File: src/verilog/mpi_pkg.sv
package mpi_pkg;
    // object dictionary indices of the phasing parameters
    localparam logic [15:0] MPI_IDX_METHOD = 16'h21c0;
    localparam logic [15:0] MPI_IDX_CUR_LIMIT = 16'h21c2;
    localparam logic [15:0] MPI_IDX_DURATION = 16'h21c3;
    localparam logic [15:0] MPI_IDX_OPTIONS = 16'h21c4;

    // phasing selection codes
    localparam logic [15:0] MPI_SEL_HALL_ENC = 16'h0000;
    localparam logic [15:0] MPI_SEL_TRAP = 16'h0001;
    localparam logic [15:0] MPI_SEL_HALL_INIT = 16'h0002;
    localparam logic [15:0] MPI_SEL_ANALOG = 16'h0003;
    localparam logic [15:0] MPI_SEL_BRUSH = 16'h0004;
    localparam logic [15:0] MPI_SEL_ALGO = 16'h0005;
    localparam logic [15:0] MPI_SEL_ENC = 16'h0006;
    localparam logic [15:0] MPI_SEL_TRAP_INTERP = 16'h0007;

    // reset values
    localparam logic [15:0] MPI_RST_METHOD = 16'h0000;
    localparam logic [15:0] MPI_RST_CUR_LIMIT = 16'h0000;
    localparam logic [15:0] MPI_RST_DURATION = 16'h0000;
    localparam logic [15:0] MPI_RST_OPTIONS = 16'h0000;

    // option bits
    localparam int MPI_OPT_FORCE_ZERO = 0;
    localparam int MPI_OPT_STEP90 = 1;
    localparam int MPI_OPT_HALL_OFS = 2;

    // status bit positions
    localparam int MPI_MSTAT_INIT_BIT = 29;
    localparam int MPI_SW_PHASE_ERR_BIT = 6;

    // angle: 16 bits per electrical turn, so 90 degrees is a quarter
    localparam logic [15:0] MPI_ANGLE_90 = 16'h4000;
    localparam logic [15:0] MPI_ANGLE_ZERO = 16'h0000;

    // timing: 1 ms pacing tick from the 20 MHz clock
    localparam int MPI_CLK_HZ = 20000000;
    localparam int MPI_TICK_US = 1000;
    localparam int MPI_TICK_CYC = MPI_CLK_HZ / 1000000 * MPI_TICK_US;
    localparam logic [15:0] MPI_TICK_LAST = 16'(MPI_TICK_CYC - 1);

    // sources of the commutation angle
    typedef enum logic [5:0] {
        MPI_SRC_HALL = 6'h01,
        MPI_SRC_ENC = 6'h02,
        MPI_SRC_ENC_HALLFIX = 6'h04,
        MPI_SRC_ANALOG = 6'h08,
        MPI_SRC_INTERP = 6'h10,
        MPI_SRC_NONE = 6'h20
    } mpi_src_t;

    typedef enum logic [4:0] {
        MPI_ST_IDLE = 5'h01,
        MPI_ST_WAIT_EN = 5'h02,
        MPI_ST_SEARCH = 5'h04,
        MPI_ST_DONE = 5'h08,
        MPI_ST_FAIL = 5'h10
    } mpi_state_t;
endpackage

File: src/verilog/mpi_phasing.sv
`timescale 1ns/1ns
module mpi_phasing (
    input wire logic sys_clk_i,
    input wire logic rstn_i,
    input wire logic wr_i,
    input wire logic rd_i,
    input wire logic [15:0] index_i,
    input wire logic [15:0] wdata_i,
    input wire logic drive_enable_i,
    input wire logic analog_hall_present_i,
    input wire logic [15:0] hall_offset_i,
    input wire logic attempt_ok_i,
    input wire logic attempt_fail_i,
    input wire logic profile_req_i,
    output logic [15:0] rdata_o,
    output logic rvalid_o,
    output logic mfg_init_busy_o,
    output logic sw_phase_err_o,
    output logic drive_disable_o,
    output logic profile_start_o,
    output logic init_active_o,
    output logic [15:0] init_angle_o,
    output logic [15:0] init_current_o,
    output logic attempt_timeout_o,
    output logic [5:0] angle_src_o
);
    import mpi_pkg::*;

    logic [15:0] method_r, method_nxt;
    logic [15:0] cur_r, cur_nxt;
    logic [15:0] dur_r, dur_nxt;
    logic [15:0] opt_r, opt_nxt;
    logic [15:0] rdata_r, rdata_nxt;
    logic rvalid_r, rvalid_nxt;
    logic en_s1_r, en_s2_r;
    mpi_state_t st_r, st_nxt;
    logic busy_r, busy_nxt;
    logic err_r, err_nxt;
    logic dis_r, dis_nxt;
    logic first_r, first_nxt;
    logic [15:0] angle_r, angle_nxt;
    logic [15:0] icur_r, icur_nxt;
    logic [15:0] tick_r, tick_nxt;
    logic [15:0] ms_r, ms_nxt;
    logic tmo_r, tmo_nxt;
    logic prof_r, prof_nxt;
    mpi_src_t src_r, src_nxt;
    logic act_r, act_nxt;
    logic wr_method;
    logic algo_sel;

    function automatic logic [15:0] clamp_mag(input logic [15:0] lim);
        // negative limit taken as its magnitude; current is a magnitude here
        clamp_mag = lim[15] ? 16'(-lim) : lim;
    endfunction

    assign wr_method = wr_i && (index_i == MPI_IDX_METHOD);
    assign algo_sel = (method_r == MPI_SEL_ALGO);

    // register file
    // unmapped indices read zero and drop writes, so stray accesses stay harmless
    always_comb begin
        method_nxt = method_r;
        cur_nxt = cur_r;
        dur_nxt = dur_r;
        opt_nxt = opt_r;
        rdata_nxt = rdata_r;
        rvalid_nxt = 1'b0;
        if (wr_i) begin
            unique case (index_i)
                MPI_IDX_METHOD: method_nxt = wdata_i;
                MPI_IDX_CUR_LIMIT: cur_nxt = wdata_i;
                MPI_IDX_DURATION: dur_nxt = wdata_i;
                MPI_IDX_OPTIONS: opt_nxt = wdata_i;
                default: ;
            endcase
        end
        if (rd_i) begin
            rvalid_nxt = 1'b1;
            unique case (index_i)
                MPI_IDX_METHOD: rdata_nxt = method_r;
                MPI_IDX_CUR_LIMIT: rdata_nxt = cur_r;
                MPI_IDX_DURATION: rdata_nxt = dur_r;
                MPI_IDX_OPTIONS: rdata_nxt = opt_r;
                default: rdata_nxt = 16'h0000;
            endcase
        end
    end

    always_ff @(posedge sys_clk_i or negedge rstn_i) begin
        if (!rstn_i) begin
            method_r <= MPI_RST_METHOD;
            cur_r <= MPI_RST_CUR_LIMIT;
            dur_r <= MPI_RST_DURATION;
            opt_r <= MPI_RST_OPTIONS;
            rdata_r <= 16'h0000;
            rvalid_r <= 1'b0;
        end else begin
            method_r <= method_nxt;
            cur_r <= cur_nxt;
            dur_r <= dur_nxt;
            opt_r <= opt_nxt;
            rdata_r <= rdata_nxt;
            rvalid_r <= rvalid_nxt;
        end
    end

    // enable comes from another part of the drive, treated as asynchronous
    always_ff @(posedge sys_clk_i or negedge rstn_i) begin
        if (!rstn_i) begin
            en_s1_r <= 1'b0;
            en_s2_r <= 1'b0;
        end else begin
            en_s1_r <= drive_enable_i;
            en_s2_r <= en_s1_r;
        end
    end

    // angle source follows the selection; encoder in mode 6 always, in modes 2 and 5 only once start-up is done
    always_comb begin
        src_nxt = src_r;
        unique case (method_r)
            MPI_SEL_HALL_ENC: src_nxt = MPI_SRC_ENC_HALLFIX;
            MPI_SEL_TRAP: src_nxt = MPI_SRC_HALL;
            MPI_SEL_HALL_INIT: src_nxt = (st_r == MPI_ST_DONE) ? MPI_SRC_ENC : MPI_SRC_HALL;
            MPI_SEL_ANALOG: src_nxt = analog_hall_present_i ? MPI_SRC_ANALOG : MPI_SRC_NONE;
            MPI_SEL_ENC: src_nxt = MPI_SRC_ENC;
            MPI_SEL_TRAP_INTERP: src_nxt = MPI_SRC_INTERP;
            MPI_SEL_ALGO: src_nxt = (st_r == MPI_ST_DONE) ? MPI_SRC_ENC : MPI_SRC_NONE;
            default: src_nxt = MPI_SRC_NONE;
        endcase
    end

    always_ff @(posedge sys_clk_i or negedge rstn_i) begin
        if (!rstn_i) begin
            src_r <= MPI_SRC_NONE;
        end else begin
            src_r <= src_nxt;
        end
    end

    // phase init machine
    always_comb begin
        st_nxt = st_r;
        busy_nxt = busy_r;
        err_nxt = err_r;
        dis_nxt = dis_r;
        first_nxt = first_r;
        angle_nxt = angle_r;
        icur_nxt = 16'h0000;
        tick_nxt = tick_r;
        ms_nxt = ms_r;
        tmo_nxt = 1'b0;
        // for modes 0 and 2, Hall start-up is what DONE means; it follows the first cycle in mode
        unique case (st_r)
            MPI_ST_IDLE: begin
                if (algo_sel) begin
                    st_nxt = MPI_ST_WAIT_EN;
                    busy_nxt = 1'b1;
                    first_nxt = 1'b1;
                end else if (method_r == MPI_SEL_HALL_INIT || method_r == MPI_SEL_HALL_ENC) begin
                    st_nxt = MPI_ST_DONE;
                end
            end
            MPI_ST_WAIT_EN: begin
                if (en_s2_r) begin
                    st_nxt = MPI_ST_SEARCH;
                    tick_nxt = 16'h0000;
                    ms_nxt = 16'h0000;
                    if (opt_r[MPI_OPT_FORCE_ZERO]) begin
                        angle_nxt = MPI_ANGLE_ZERO;
                    end else if (first_r && opt_r[MPI_OPT_HALL_OFS]) begin
                        angle_nxt = hall_offset_i;
                    end else if (first_r) begin
                        angle_nxt = MPI_ANGLE_ZERO;
                    end
                end
            end
            MPI_ST_SEARCH: begin
                icur_nxt = clamp_mag(cur_r);
                // ms count moves only at tick wrap, so the duration is met on a ms boundary
                if (tick_r == MPI_TICK_LAST) begin
                    tick_nxt = 16'h0000;
                    ms_nxt = 16'(ms_r + 16'h0001);
                end else begin
                    tick_nxt = 16'(tick_r + 16'h0001);
                end
                if (!en_s2_r) begin
                    st_nxt = MPI_ST_WAIT_EN;
                    first_nxt = 1'b1;
                end else if (opt_r[MPI_OPT_FORCE_ZERO]) begin
                    st_nxt = MPI_ST_DONE;
                    busy_nxt = 1'b0;
                end else if (attempt_ok_i) begin
                    st_nxt = MPI_ST_DONE;
                    busy_nxt = 1'b0;
                end else if (attempt_fail_i || (ms_r >= dur_r && tick_r == MPI_TICK_LAST)) begin
                    tmo_nxt = !attempt_fail_i;
                    st_nxt = MPI_ST_FAIL;
                    err_nxt = 1'b1;
                    // disable request holds until software rewrites the selection
                    dis_nxt = 1'b1;
                    if (opt_r[MPI_OPT_STEP90]) begin
                        angle_nxt = 16'(angle_r + MPI_ANGLE_90);
                    end
                end
            end
            MPI_ST_DONE: ;
            MPI_ST_FAIL: ; // bit 29 stays set until a selection other than mode 5 is written
            default: st_nxt = MPI_ST_IDLE;
        endcase
        if (wr_method) begin
            if (wdata_i == MPI_SEL_ALGO) begin
                // later attempts keep the stepped angle, so a write sets first only from idle or done; an enable drop mid-search also sets it
                st_nxt = MPI_ST_WAIT_EN;
                busy_nxt = 1'b1;
                err_nxt = 1'b0;
                dis_nxt = 1'b0;
                first_nxt = (st_r == MPI_ST_IDLE) || (st_r == MPI_ST_DONE);
            end else begin
                st_nxt = MPI_ST_IDLE;
                busy_nxt = 1'b0;
                err_nxt = 1'b0;
                dis_nxt = 1'b0;
            end
        end
        // flop copy of the search flag; on disable it drops a cycle after the synced enable
        act_nxt = busy_nxt && !err_nxt && en_s2_r && (st_nxt == MPI_ST_SEARCH);
    end

    // profile gating
    // mode 5 before done blocks as well as busy, so a cleared busy alone cannot start a profile
    always_comb begin
        prof_nxt = profile_req_i && !(algo_sel && st_r != MPI_ST_DONE) && !busy_r;
    end

    always_ff @(posedge sys_clk_i or negedge rstn_i) begin
        if (!rstn_i) begin
            prof_r <= 1'b0;
        end else begin
            prof_r <= prof_nxt;
        end
    end

    always_ff @(posedge sys_clk_i or negedge rstn_i) begin
        if (!rstn_i) begin
            st_r <= MPI_ST_IDLE;
            busy_r <= 1'b0;
            err_r <= 1'b0;
            dis_r <= 1'b0;
            first_r <= 1'b1;
            angle_r <= MPI_ANGLE_ZERO;
            icur_r <= 16'h0000;
            tick_r <= 16'h0000;
            ms_r <= 16'h0000;
            tmo_r <= 1'b0;
            act_r <= 1'b0;
        end else begin
            st_r <= st_nxt;
            busy_r <= busy_nxt;
            err_r <= err_nxt;
            dis_r <= dis_nxt;
            first_r <= first_nxt;
            angle_r <= angle_nxt;
            icur_r <= icur_nxt;
            tick_r <= tick_nxt;
            ms_r <= ms_nxt;
            tmo_r <= tmo_nxt;
            act_r <= act_nxt;
        end
    end

    assign rdata_o = rdata_r;
    assign rvalid_o = rvalid_r;
    assign mfg_init_busy_o = busy_r;
    assign sw_phase_err_o = err_r;
    assign drive_disable_o = dis_r;
    assign profile_start_o = prof_r;
    assign init_active_o = act_r;
    assign init_angle_o = angle_r;
    assign init_current_o = icur_r;
    assign attempt_timeout_o = tmo_r;
    assign angle_src_o = src_r;
endmodule

File: config.mk
export PLATFORM = sky130hd
export DESIGN_NAME = mpi_phasing
export DESIGN_NICKNAME = d
export VERILOG_FILES = /design/src/verilog/mpi_pkg.sv /design/src/verilog/mpi_phasing.sv
export SDC_FILE = /design/constraint.sdc
export NUM_CORES = 1
export LEC_CHECK = 0
export ABC_AREA = 1
export BUFFER_PORTS_ARGS = -buffer_cell sky130_fd_sc_hd__clkbuf_2
export CORE_MARGIN = 2
export CORE_UTILIZATION = 35
export DETAILED_ROUTE_END_ITERATION = 16
export PLACE_DENSITY = 0.5
export SLEW_MARGIN = 20
export SYNTH_ARGS = -nofsm -noshare
export SYNTH_HDL_FRONTEND = slang
export SYNTH_SLANG_ARGS = --single-unit
File: constraint.sdc
create_clock -name sys_clk_i -period 3.25 [get_ports sys_clk_i]
set_input_delay 0.65 -clock sys_clk_i [delete_from_list [all_inputs] [get_ports sys_clk_i]]
set_output_delay 0.65 -clock sys_clk_i [all_outputs]
set_load 0.02 [all_outputs]
==> flow_summary.yaml, run 1 <==
sta:
  max-slew-margin-rel_pct: 40.2
  finalHoldViolCount: 0
  period_needed_ps: 2350
  skew_ps: 14.1
  tightestPinTransition_ps: 895
  min_period_over_period_pct: 72.4
  fmax_mhz: 425
  rsz0062_at_grt: "no"
  tns_ps: 0
  whs_ps: 192
  finalSetupViolations: 0
  slew_viol_final: 0
global_route:
  grtUsageTotal_pct: 18.6
  grt_first_pass_wirelength_um: 36000
  antenna_found_initial: 0
  grt_overflow: 0
  grt_max_degree: 63
  grt_pass1_vias: 6835
logic_synthesis:
  syn_avg_cell_area_sq_um: 8.31
  netlist_area_sq_um: 8170
  syn_nets: 1060
  ys_warn_count: 0
  synth_top_flop_cell: "dfrtp_1"
  synth_cells: 984
  async_flop_share_pct: 100
  seq_area_frac_synth_pct: 50.6
  synth_edf_count: 0
  synth-seq-cells: 165
  synth_cell_types: 47
cts:
  post-cts-setup-buffer-count: 0
  cts.hold.buffers_added: 0
  path_clk_slew_ps: 80
  ctsLongestPathBuffers: 2
  cts_tree: "yes"
  numCtsBuffers: 17
  post_cts_resized: 0
  cts-root-buf: "clkbuf_16"
  h-tree-depth: 4
  insertion_delay_ps: 430
  clock_sinks: 165
floorplan:
  die_area_sq_um: 24600
  start_util_pct: 35.9
  die_x_um: 157
  coreArea_sq_um: 22800
  io_pins: 118
  die_h_um: 157
  core.rowCount: 55
layout:
  final_cell_mix: "nand2_1 (189), dfrtp_1 (162), o21ai_0 (135)"
  n_fill_cell: 2375
  fin_nets: 1175
  drive_gt1_share_pct: 17.3
  layout_commonest_cell: "nand2_1"
  antennaDiodeCount: 0
  area_delta_synth_final_pct: 18.3
  seqCellArea_sq_um: 4130
  multi_input_area_sq_um: 3380
critical_path:
  cp-startpoint: "st_r[1]"
  startpoint_type: "flop"
  cp-end-kind: "flop"
  required_ps: 3590
  crit_chain: "nor2_2 -> nand4_4 -> nor2_4 -> nor2_8 -> inv_2 -> o21ai_0 -> a21oi_1"
  slowest_delay_ps: 470
  crit_buf_inv: 1
  worstPathMaxFanout: 24
  path_class: "flop to flop"
  worstPathArrival_ps: 2700
  reg2reg_from: "st_r[1]"
  crit_family: "simple AND/OR/NAND/NOR gates"
  crit_slowest_cell: "nand4_4"
power_and_ir_drop:
  power_density_nw_per_um2: 437
  power_leakage_nw: 4.42
  ir_drop_mv: 0.304
placed_design:
  port_buffers: 117
  hpwlAfterDp_um: 16000
  gp_congestion: 0.779
outcome:
  status: "finished clean"
detailed_routing:
  vias: 6887
  first_iter_violations: 483
  vias_per_cell: 4.83
  drt_first_pass_iters: 5
  drt_wl_total_um: 21600
  drc_errors: 0
  post_drt_wl_per_cell_um: 15.2
  detail-route-antenna-nets: 0
hold_path:
  holdCritPathClass: "input pin to async pin"
flow_run:
  maxCapViolations: 0
## worst register-to-register path, delay by kind of cell (launching register included)
family	cells	cell delay, ps
and+or+nand+nor	4	1170
DFF	1	430
buffers and inverters	1	370
AOI/OAI and AO/OA	2	300
## metal layers
| layer | global-route usage, % | routed length (um) | vias up |
|---|---|---|---|
| met2 | 29.3 | 9860 | 119 |
| met1 | 27.2 | 10900 | 3270 |
| met5 | 0 | 0 | - |
| met3 | 2.55 | 682 | 13 |
| li1 | - | - | 3485 |
| met4 | 4.19 | 182 | 0 |
## metrics by stage
step | cell area (sq um) | total power, mW | util [%] | instances | setup WS (ps)
finish | 9670 | 4.23 | 42.4 | 1425 | 896
global route | 9670 | 4.41 | 42.4 | 1425 | 633
CTS | 9670 | 4.29 | 42.4 | 1425 | 836
detailed placement | 9120 | 2.36 | 40.0 | 1393 | 686
global placement | 9120 | 2.36 | 40.0 | 1393 | 811
floorplan | 8170 | 2.23 | - | 984 | 1430
## flip-flops by register name, indices dropped and copies added, names as in the netlist, 5 cells and up
register and cells:
init_current_o 16, cur_r 16, dur_r 16, init_angle_o 16, rdata_o 16, st_r 5
angle_src_o 6, ms_r 16, method_r 16, opt_r 16, tick_r 16
## where the power goes
part	switching (mW)	leakage [nW]	internal, mW	total (mW)
sequential	0.0137	2.19	2.07	2.09
combinational	0.156	1.97	0.0681	0.224
clock	0.910	0.258	1.01	1.92
## path summary, 6_finish.rpt
path / end / depth (start not counted) / slack, ps
min in group sys_clk_i: en_s1_r / 1 / 340
min: cur_r[13] / 1 / 190
max: tick_r[5] / 7 / 900
min reg2reg: en_s2_r / 0 / 350
max reg2reg: tick_r[5] / 7 / 900
max in group asynchronous: st_r[0] / 2 / 2210
## synth_stat cells (6+ instances only)
cell type / n / share of area (%)
o22ai_1: 18 / 1.4
buf_2: 10 / 0.61
nand3b_1: 7 / 0.64
inv_1: 134 / 6.2
nand3_1: 67 / 4.1
xor2_1: 11 / 1.2
nor2_1: 65 / 3.0
a21oi_1: 35 / 2.1
o21ai_0: 135 / 8.3
nand4_1: 20 / 1.5
nor3_1: 28 / 1.7
ha_1: 19 / 2.9
nand2_1: 189 / 8.7
nor2_2: 6 / 0.46
nor4_1: 6 / 0.46
clkbuf_1: 20 / 0.92
dfrtp_1: 162 / 50
## area by class of cell
| type | count | area share, % |
|---|---|---|
| sequential | 165 | 42.7 |
| multi-input combinational | 649 | 35.0 |
| timing repair buffer | 128 | 7.10 |
| inverter | 138 | 5.38 |
| clock buffer | 19 | 4.48 |
| tap | 313 | 4.05 |
| clock inverter | 13 | 1.23 |
## logic make-up after synthesis
| kind of cell | after synthesis | synth area share [%] |
|---|---|---|
| AO/OA/AOI/OAI | 215 | 14.5 |
| XOR/XNOR | 13 | 1.39 |
| AND/OR/NAND/NOR | 402 | 22.6 |
| adder cells (fa/ha/maj) | 19 | 2.91 |
| flip-flops | 165 | 50.6 |
| buffers and inverters | 170 | 8.08 |
Note: power is estimated with default switching activity, not from simulation.
==> run 2, diff against run 1 <==
- ABC_AREA: 1 -> 0
- clock period: 3.25 -> 2.2 ns (I/O delays scaled with it)
==> flow_summary.yaml, run 2 <==
logic_synthesis:
  synth_top_family_by_area: "simple AND/OR/NAND/NOR gates"
  ys_warn_count: 0
  synth_common_cells: "dfrtp_1 (162), nand2_1 (125), o21ai_0 (72)"
  netlist_area_sq_um: 8310
  syn_nets: 889
  syn_avg_cell_area_sq_um: 10.2
  synth_cell_types: 68
  async_flop_share_pct: 100
  synth_top_area_share_pct: 48.8
  synth_area_leaders: "dfrtp_1 (49%), mux2_2 (6.9%), nand2_1 (5.6%), o21ai_0 (4.3%), ha_1 (2.9%)"
  synth-xor-area-share_pct: 2.00
  seq_area_frac_synth_pct: 49.7
  synth_top_flop_cell: "dfrtp_1"
  synth_mux_area_share_pct: 9.10
  synth_cells: 813
  synth_edf_count: 0
  synth-seq-cells: 165
  synth.most_common_cell: "dfrtp_1"
  synth_fa_ha_area_share_pct: 2.86
  synth_compound_area_share_pct: 13.0
  synthSimpleGateAreaFrac_pct: 20.0
  synth_top_cell_by_area: "dfrtp_1"
detailed_routing:
  drt_first_pass_iters: 7
  vias_per_cell: 4.96
  detail-route-antenna-nets: 0
  drc_errors: 0
  first_iter_violations: 366
  drt_wl_total_um: 22100
  vias: 6620
  post_drt_wl_per_cell_um: 16.6
cts:
  cts_tree: "yes"
  clock_sinks: 165
  ctsLongestPathBuffers: 2
  insertion_delay_ps: 440
  path_clk_slew_ps: 80
  cts-root-buf: "clkbuf_16"
  numCtsBuffers: 17
  h-tree-depth: 4
critical_path:
  worstPathMaxFanout: 8
  worstPathArrival_ps: 2480
  slowest_delay_ps: 380
  path_class: "flop to flop"
  crit_chain: "inv_1 -> ha_4 -> a21oi_1 -> o21ai_2 -> a221oi_4 -> a211oi_4 -> buf_6 -> o21a_1 -> a2111oi_4"
  startpoint_type: "flop"
  crit_slowest_cell: "dfrtp_1"
  required_ps: 2530
  cp-end-kind: "flop"
  r2r_slack_ps: 50
sta:
  slew_viol_final: 0
  finalHoldViolCount: 0
  tightestPinTransition_ps: 666
  whs_ps: 129
  max-slew-margin-rel_pct: 55.6
  finalSetupViolations: 0
  rsz0062_at_grt: "yes"
  period_needed_ps: 2150
  fmax_mhz: 464
  min_period_over_period_pct: 97.9
  skew_ps: 17.9
placed_design:
  place_inst: 1284
  hpwlAfterDp_um: 15900
  port_buffers: 117
  gp_congestion: 0.785
layout:
  post-route-util_pct: 45.5
  layout.cells.non_filler: 1335
  antennaDiodeCount: 0
  fin_nets: 1079
  area_delta_synth_final_pct: 28.2
  drive_gt1_share_pct: 34.4
  final_cell_mix: "dfrtp_1 (162), nand2_1 (122), clkbuf_2 (116)"
  layout_commonest_cell: "dfrtp_1"
global_route:
  antenna_found_initial: 0
  grt_first_pass_wirelength_um: 34800
  met3_usage_pct: 2.85
  met1_usage_pct: 24.2
  grt_max_degree: 48
  top_usage_layer: "met2"
  grt_pass1_vias: 6371
  use_met2_pct: 30.0
  grt_overflow: 0
  grtUsageTotal_pct: 18.0
power_and_ir_drop:
  power_density_nw_per_um2: 615
  ir_drop_mv: 0.403
  power_leakage_nw: 5.18
outcome:
  status: "finished clean"
floorplan:
  io_pins: 118
  die_x_um: 158
  core.rowCount: 56
  die_area_sq_um: 25000
  coreArea_sq_um: 23400
  start_util_pct: 35.5
  die_h_um: 158
flow_run:
  maxCapViolations: 0
hold_path:
  holdCritPathClass: "input pin to flop"
## run 2: cell count changes in the layout (fill, tap and decap cells not counted), moves of 17 or more
cell / previous run / this run
nor2_1: 65 / 40
mux2_2: 0 / 51
o22ai_1: 18 / 0
nand2_1: 189 / 122
o21ai_0: 135 / 70
nand4_1: 20 / 3
nand3_1: 67 / 26
buf_4: 10 / 79
nor2b_1: 0 / 26
inv_1: 134 / 21
## run 2: final cells by class
cell class / instances / area, sq um
timing repair buffer: 205 / 1330
sequential: 165 / 4130
clock inverter: 15 / 181
inverter: 23 / 86.3
fill: 2293 / 12700
tap: 319 / 399
multi-input combinational: 591 / 4100
clock buffer: 17 / 425
## run 2: worst max-delay path: cells and delay by family (launching register included)
family                   cells  cell delay, ps
buffers and inverters        2             250
flip-flops                   1             380
adder cells (fa/ha/maj)      1             210
AO/OA/AOI/OAI                6            1200
## run 2: path summary, 6_finish.rpt
kind,from,cells after the start,endpoint
min,drive_enable_i,1,en_s1_r
min reg2reg,en_s1_r,0,en_s2_r
max reg2reg,dur_r[9],9,init_active_o
max in group asynchronous,rstn_i,3,angle_src_o[5]
min in group asynchronous,rstn_i,2,tick_r[12]
max,dur_r[9],9,init_active_o
## run 2: cells by family (layout without fill, tap and decap cells)
family | count (synthesis) | after routing
adder cells (fa/ha/maj) | 19 | 19
multiplexers | 64 | 64
AND/OR/NAND/NOR | 315 | 315
buffers and inverters | 57 | 260
AO/OA/AOI/OAI | 174 | 174
XOR/XNOR | 19 | 19
flip-flops | 165 | 165
## run 2: what timing repair did
action / 4_1_cts / 5_1_grt
pin swaps: 1 / 17
endpoints found under the setup margin: 7 / 25
hold endpoints to repair: 44 / 0
buffers inserted: 2 / 17
resized for setup: 5 / 30
hold buffers: 1 / 0
## run 2: metrics by stage
step	setup TNS [ps]	total power, mW	area [sq um]	setup slack (ps)
global route	-142	6.83	10700	-62.7
CTS	-6.26	6.65	10300	-6.26
floorplan	0	3.30	8310	122
detailed placement	-630	3.57	9690	-223
global placement	-470	3.57	9690	-193
finish	0	6.55	10700	46.5
## run 2: routing by layer
| layer | share of wire (%) | wire length [um] | up-vias |
|---|---|---|---|
| met2 | 50 | 11000 | 115 |
| met1 | 46 | 10100 | 3232 |
| met4 | 1.2 | 257 | 0 |
| met5 | 0 | 0 | - |
| li1 | - | - | 3254 |
| met3 | 3.4 | 753 | 19 |
## run 2: report_power, final
part | internal [mW] | switching, mW | total (mW)
Sequential | 3.06 | 0.0335 | 3.09
Clock | 1.54 | 1.50 | 3.05
Combinational | 0.162 | 0.251 | 0.413
==> run 3, diff against run 2 <==
- PLACE_DENSITY: 0.5 -> not set
- PLACE_DENSITY_LB_ADDON: not set -> 0.3
==> flow_summary.yaml, run 3 (same netlist as run 2, synthesis figures left out) <==
power_and_ir_drop:
  combinationalPowerShare_pct: 6.1
  power_leakage_nw: 5.16
  ir_drop_mv: 0.451
  clkPwrFrac_pct: 47.9
  power_frac_seq_pct: 46.0
  power_switching_mw: 1.53
  p_int_mw: 5.20
  power_density_nw_per_um2: 634
  netSwitchingFraction_pct: 22.7
layout:
  layout_commonest_cell: "dfrtp_1"
  area_delta_synth_final_pct: 27.7
  drive_gt1_share_pct: 34.1
  antennaDiodeCount: 0
  final_cell_mix: "dfrtp_1 (160), nand2_1 (121), clkbuf_2 (116)"
  fin_nets: 1076
critical_path:
  crit_family: "compound AO/OA/AOI/OAI gates"
  required_ps: 2520
  path_class: "flop to flop"
  worstPathArrival_ps: 2480
  crit_buf_inv: 3
  cp-startpoint: "dur_r[5]"
  critPathMostFrequentCell: "buf_4"
  slowest_delay_ps: 340
  reg2reg_from: "dur_r[5]"
  worstPathMaxFanout: 5
  crit_slowest_cell: "dfrtp_1"
  startpoint_type: "flop"
  cp-end-kind: "flop"
  crit_chain: "inv_1 -> ha_1 -> a21oi_2 -> o21ai_1 -> a221oi_2 -> buf_4 -> a211oi_4 -> buf_4 -> a2111oi_2"
sta:
  finalHoldViolCount: 0
  period_needed_ps: 2160
  skew_ps: 11.8
  tightestPinTransition_ps: 648
  min_period_over_period_pct: 98.1
  finalSetupViolations: 0
  setup_slack_ps: 42.2
  whs_ps: 120
  slew_viol_final: 0
  max-slew-margin-rel_pct: 56.8
  fmax_mhz: 463
  rsz0062_at_grt: "yes"
floorplan:
  die_area_sq_um: 25000
  core.rowCount: 56
  die_x_um: 158
  coreArea_sq_um: 23400
  start_util_pct: 35.5
  die_h_um: 158
  io_pins: 118
placed_design:
  port_buffers: 117
  hpwlAfterDp_um: 15400
  gp_congestion: 0.818
  pre_cts_ws_ps: -126
global_route:
  grtUsageTotal_pct: 17.3
  grt_max_degree: 48
  grt_first_pass_wirelength_um: 33800
  grt_pass1_vias: 6355
  antenna_found_initial: 0
  grt_overflow: 0
detailed_routing:
  drt_wl_total_um: 21700
  vias: 6670
  post_drt_wl_per_cell_um: 16.3
  vias_per_cell: 5.01
  drc_errors: 0
  first_iter_violations: 286
  drt_first_pass_iters: 4
  detail-route-antenna-nets: 0
cts:
  cts-root-buf: "clkbuf_16"
  cts_tree: "yes"
  clock_sinks: 165
  path_clk_slew_ps: 60
  insertion_delay_ps: 430
  ctsLongestPathBuffers: 2
  numCtsBuffers: 17
  h-tree-depth: 4
hold_path:
  worstHoldStart: "drive_enable_i"
  holdCritPathClass: "input pin to flop"
flow_run:
  maxCapViolations: 0
outcome:
  status: "finished clean"
-- run 3: cell types whose count changed in the layout (fill, tap and decap cells not counted), sizes merged --
cell    previous run  this run
bufinv             0         4
inv               30        25
clkinv             6         4
buf               88        83
nand4              6         7
a211oi             3         4
clkbuf           133       136
-- run 3: area by class of cell --
cell class	count	area, sq um
clock buffers	20	457
clock inverters	12	175
fillers	2259	12800
inverters	23	86.3
multi-input cells	593	4090
flip-flops and latches	165	4140
well taps	319	399
repair buffers	200	1270
-- run 3: per-layer routing --
layer  vias to the layer above  track usage [%]  part of all wire, %
met3                        15             3.78                  4.1
met2                       141             27.9                   49
li1                       3247                -                    -
met5                         -                0                    0
met4                         0             4.12                  1.3
met1                      3267             23.7                   46
-- run 3: what timing repair did --
action                                  CTS  global route
setup buffers                             5            11
gates resized for setup                   7            25
endpoints found under the hold margin    40             0
pin swaps                                 4            14
hold buffers                              1             0
gates cloned                              0             2
endpoints found under the setup margin    8            23
-- run 3: through the flow --
step                      instances  cell area, sq um  setup TNS [ps]  util [%]  power, mW
final                          1332             10600               0      45.3       6.72
after global routing           1332             10600            -471      45.3       6.98
after CTS                      1319             10400          -0.587      44.4       6.79
after detailed placement       1283              9670            -706      41.3       3.56
after global placement         1283              9670               0      41.3       3.56
after floorplan                 813              8310               0         -       3.30
-- run 3: power groups by stage --
| stage | clock (mW) | sequential [mW] | combinational, mW |
|---|---|---|---|
| floorplan | 0 | 3.15 | 0.160 |
| global placement | 0 | 3.15 | 0.411 |
| detailed placement | 0 | 3.15 | 0.409 |
| CTS | 3.29 | 3.09 | 0.412 |
| global route | 3.43 | 3.09 | 0.459 |
| finish | 3.22 | 3.09 | 0.412 |
-- run 3: path summary, 6_finish.rpt --
path                       cells past startpoint              to  slack, ps
max                                            9   init_active_o         40
min                                            1         en_s1_r        120
max reg2reg                                    9   init_active_o         40
min reg2reg                                    0         en_s2_r        360
max in group asynchronous                      3  angle_src_o[5]       1010
min in group asynchronous                      2       tick_r[6]        540
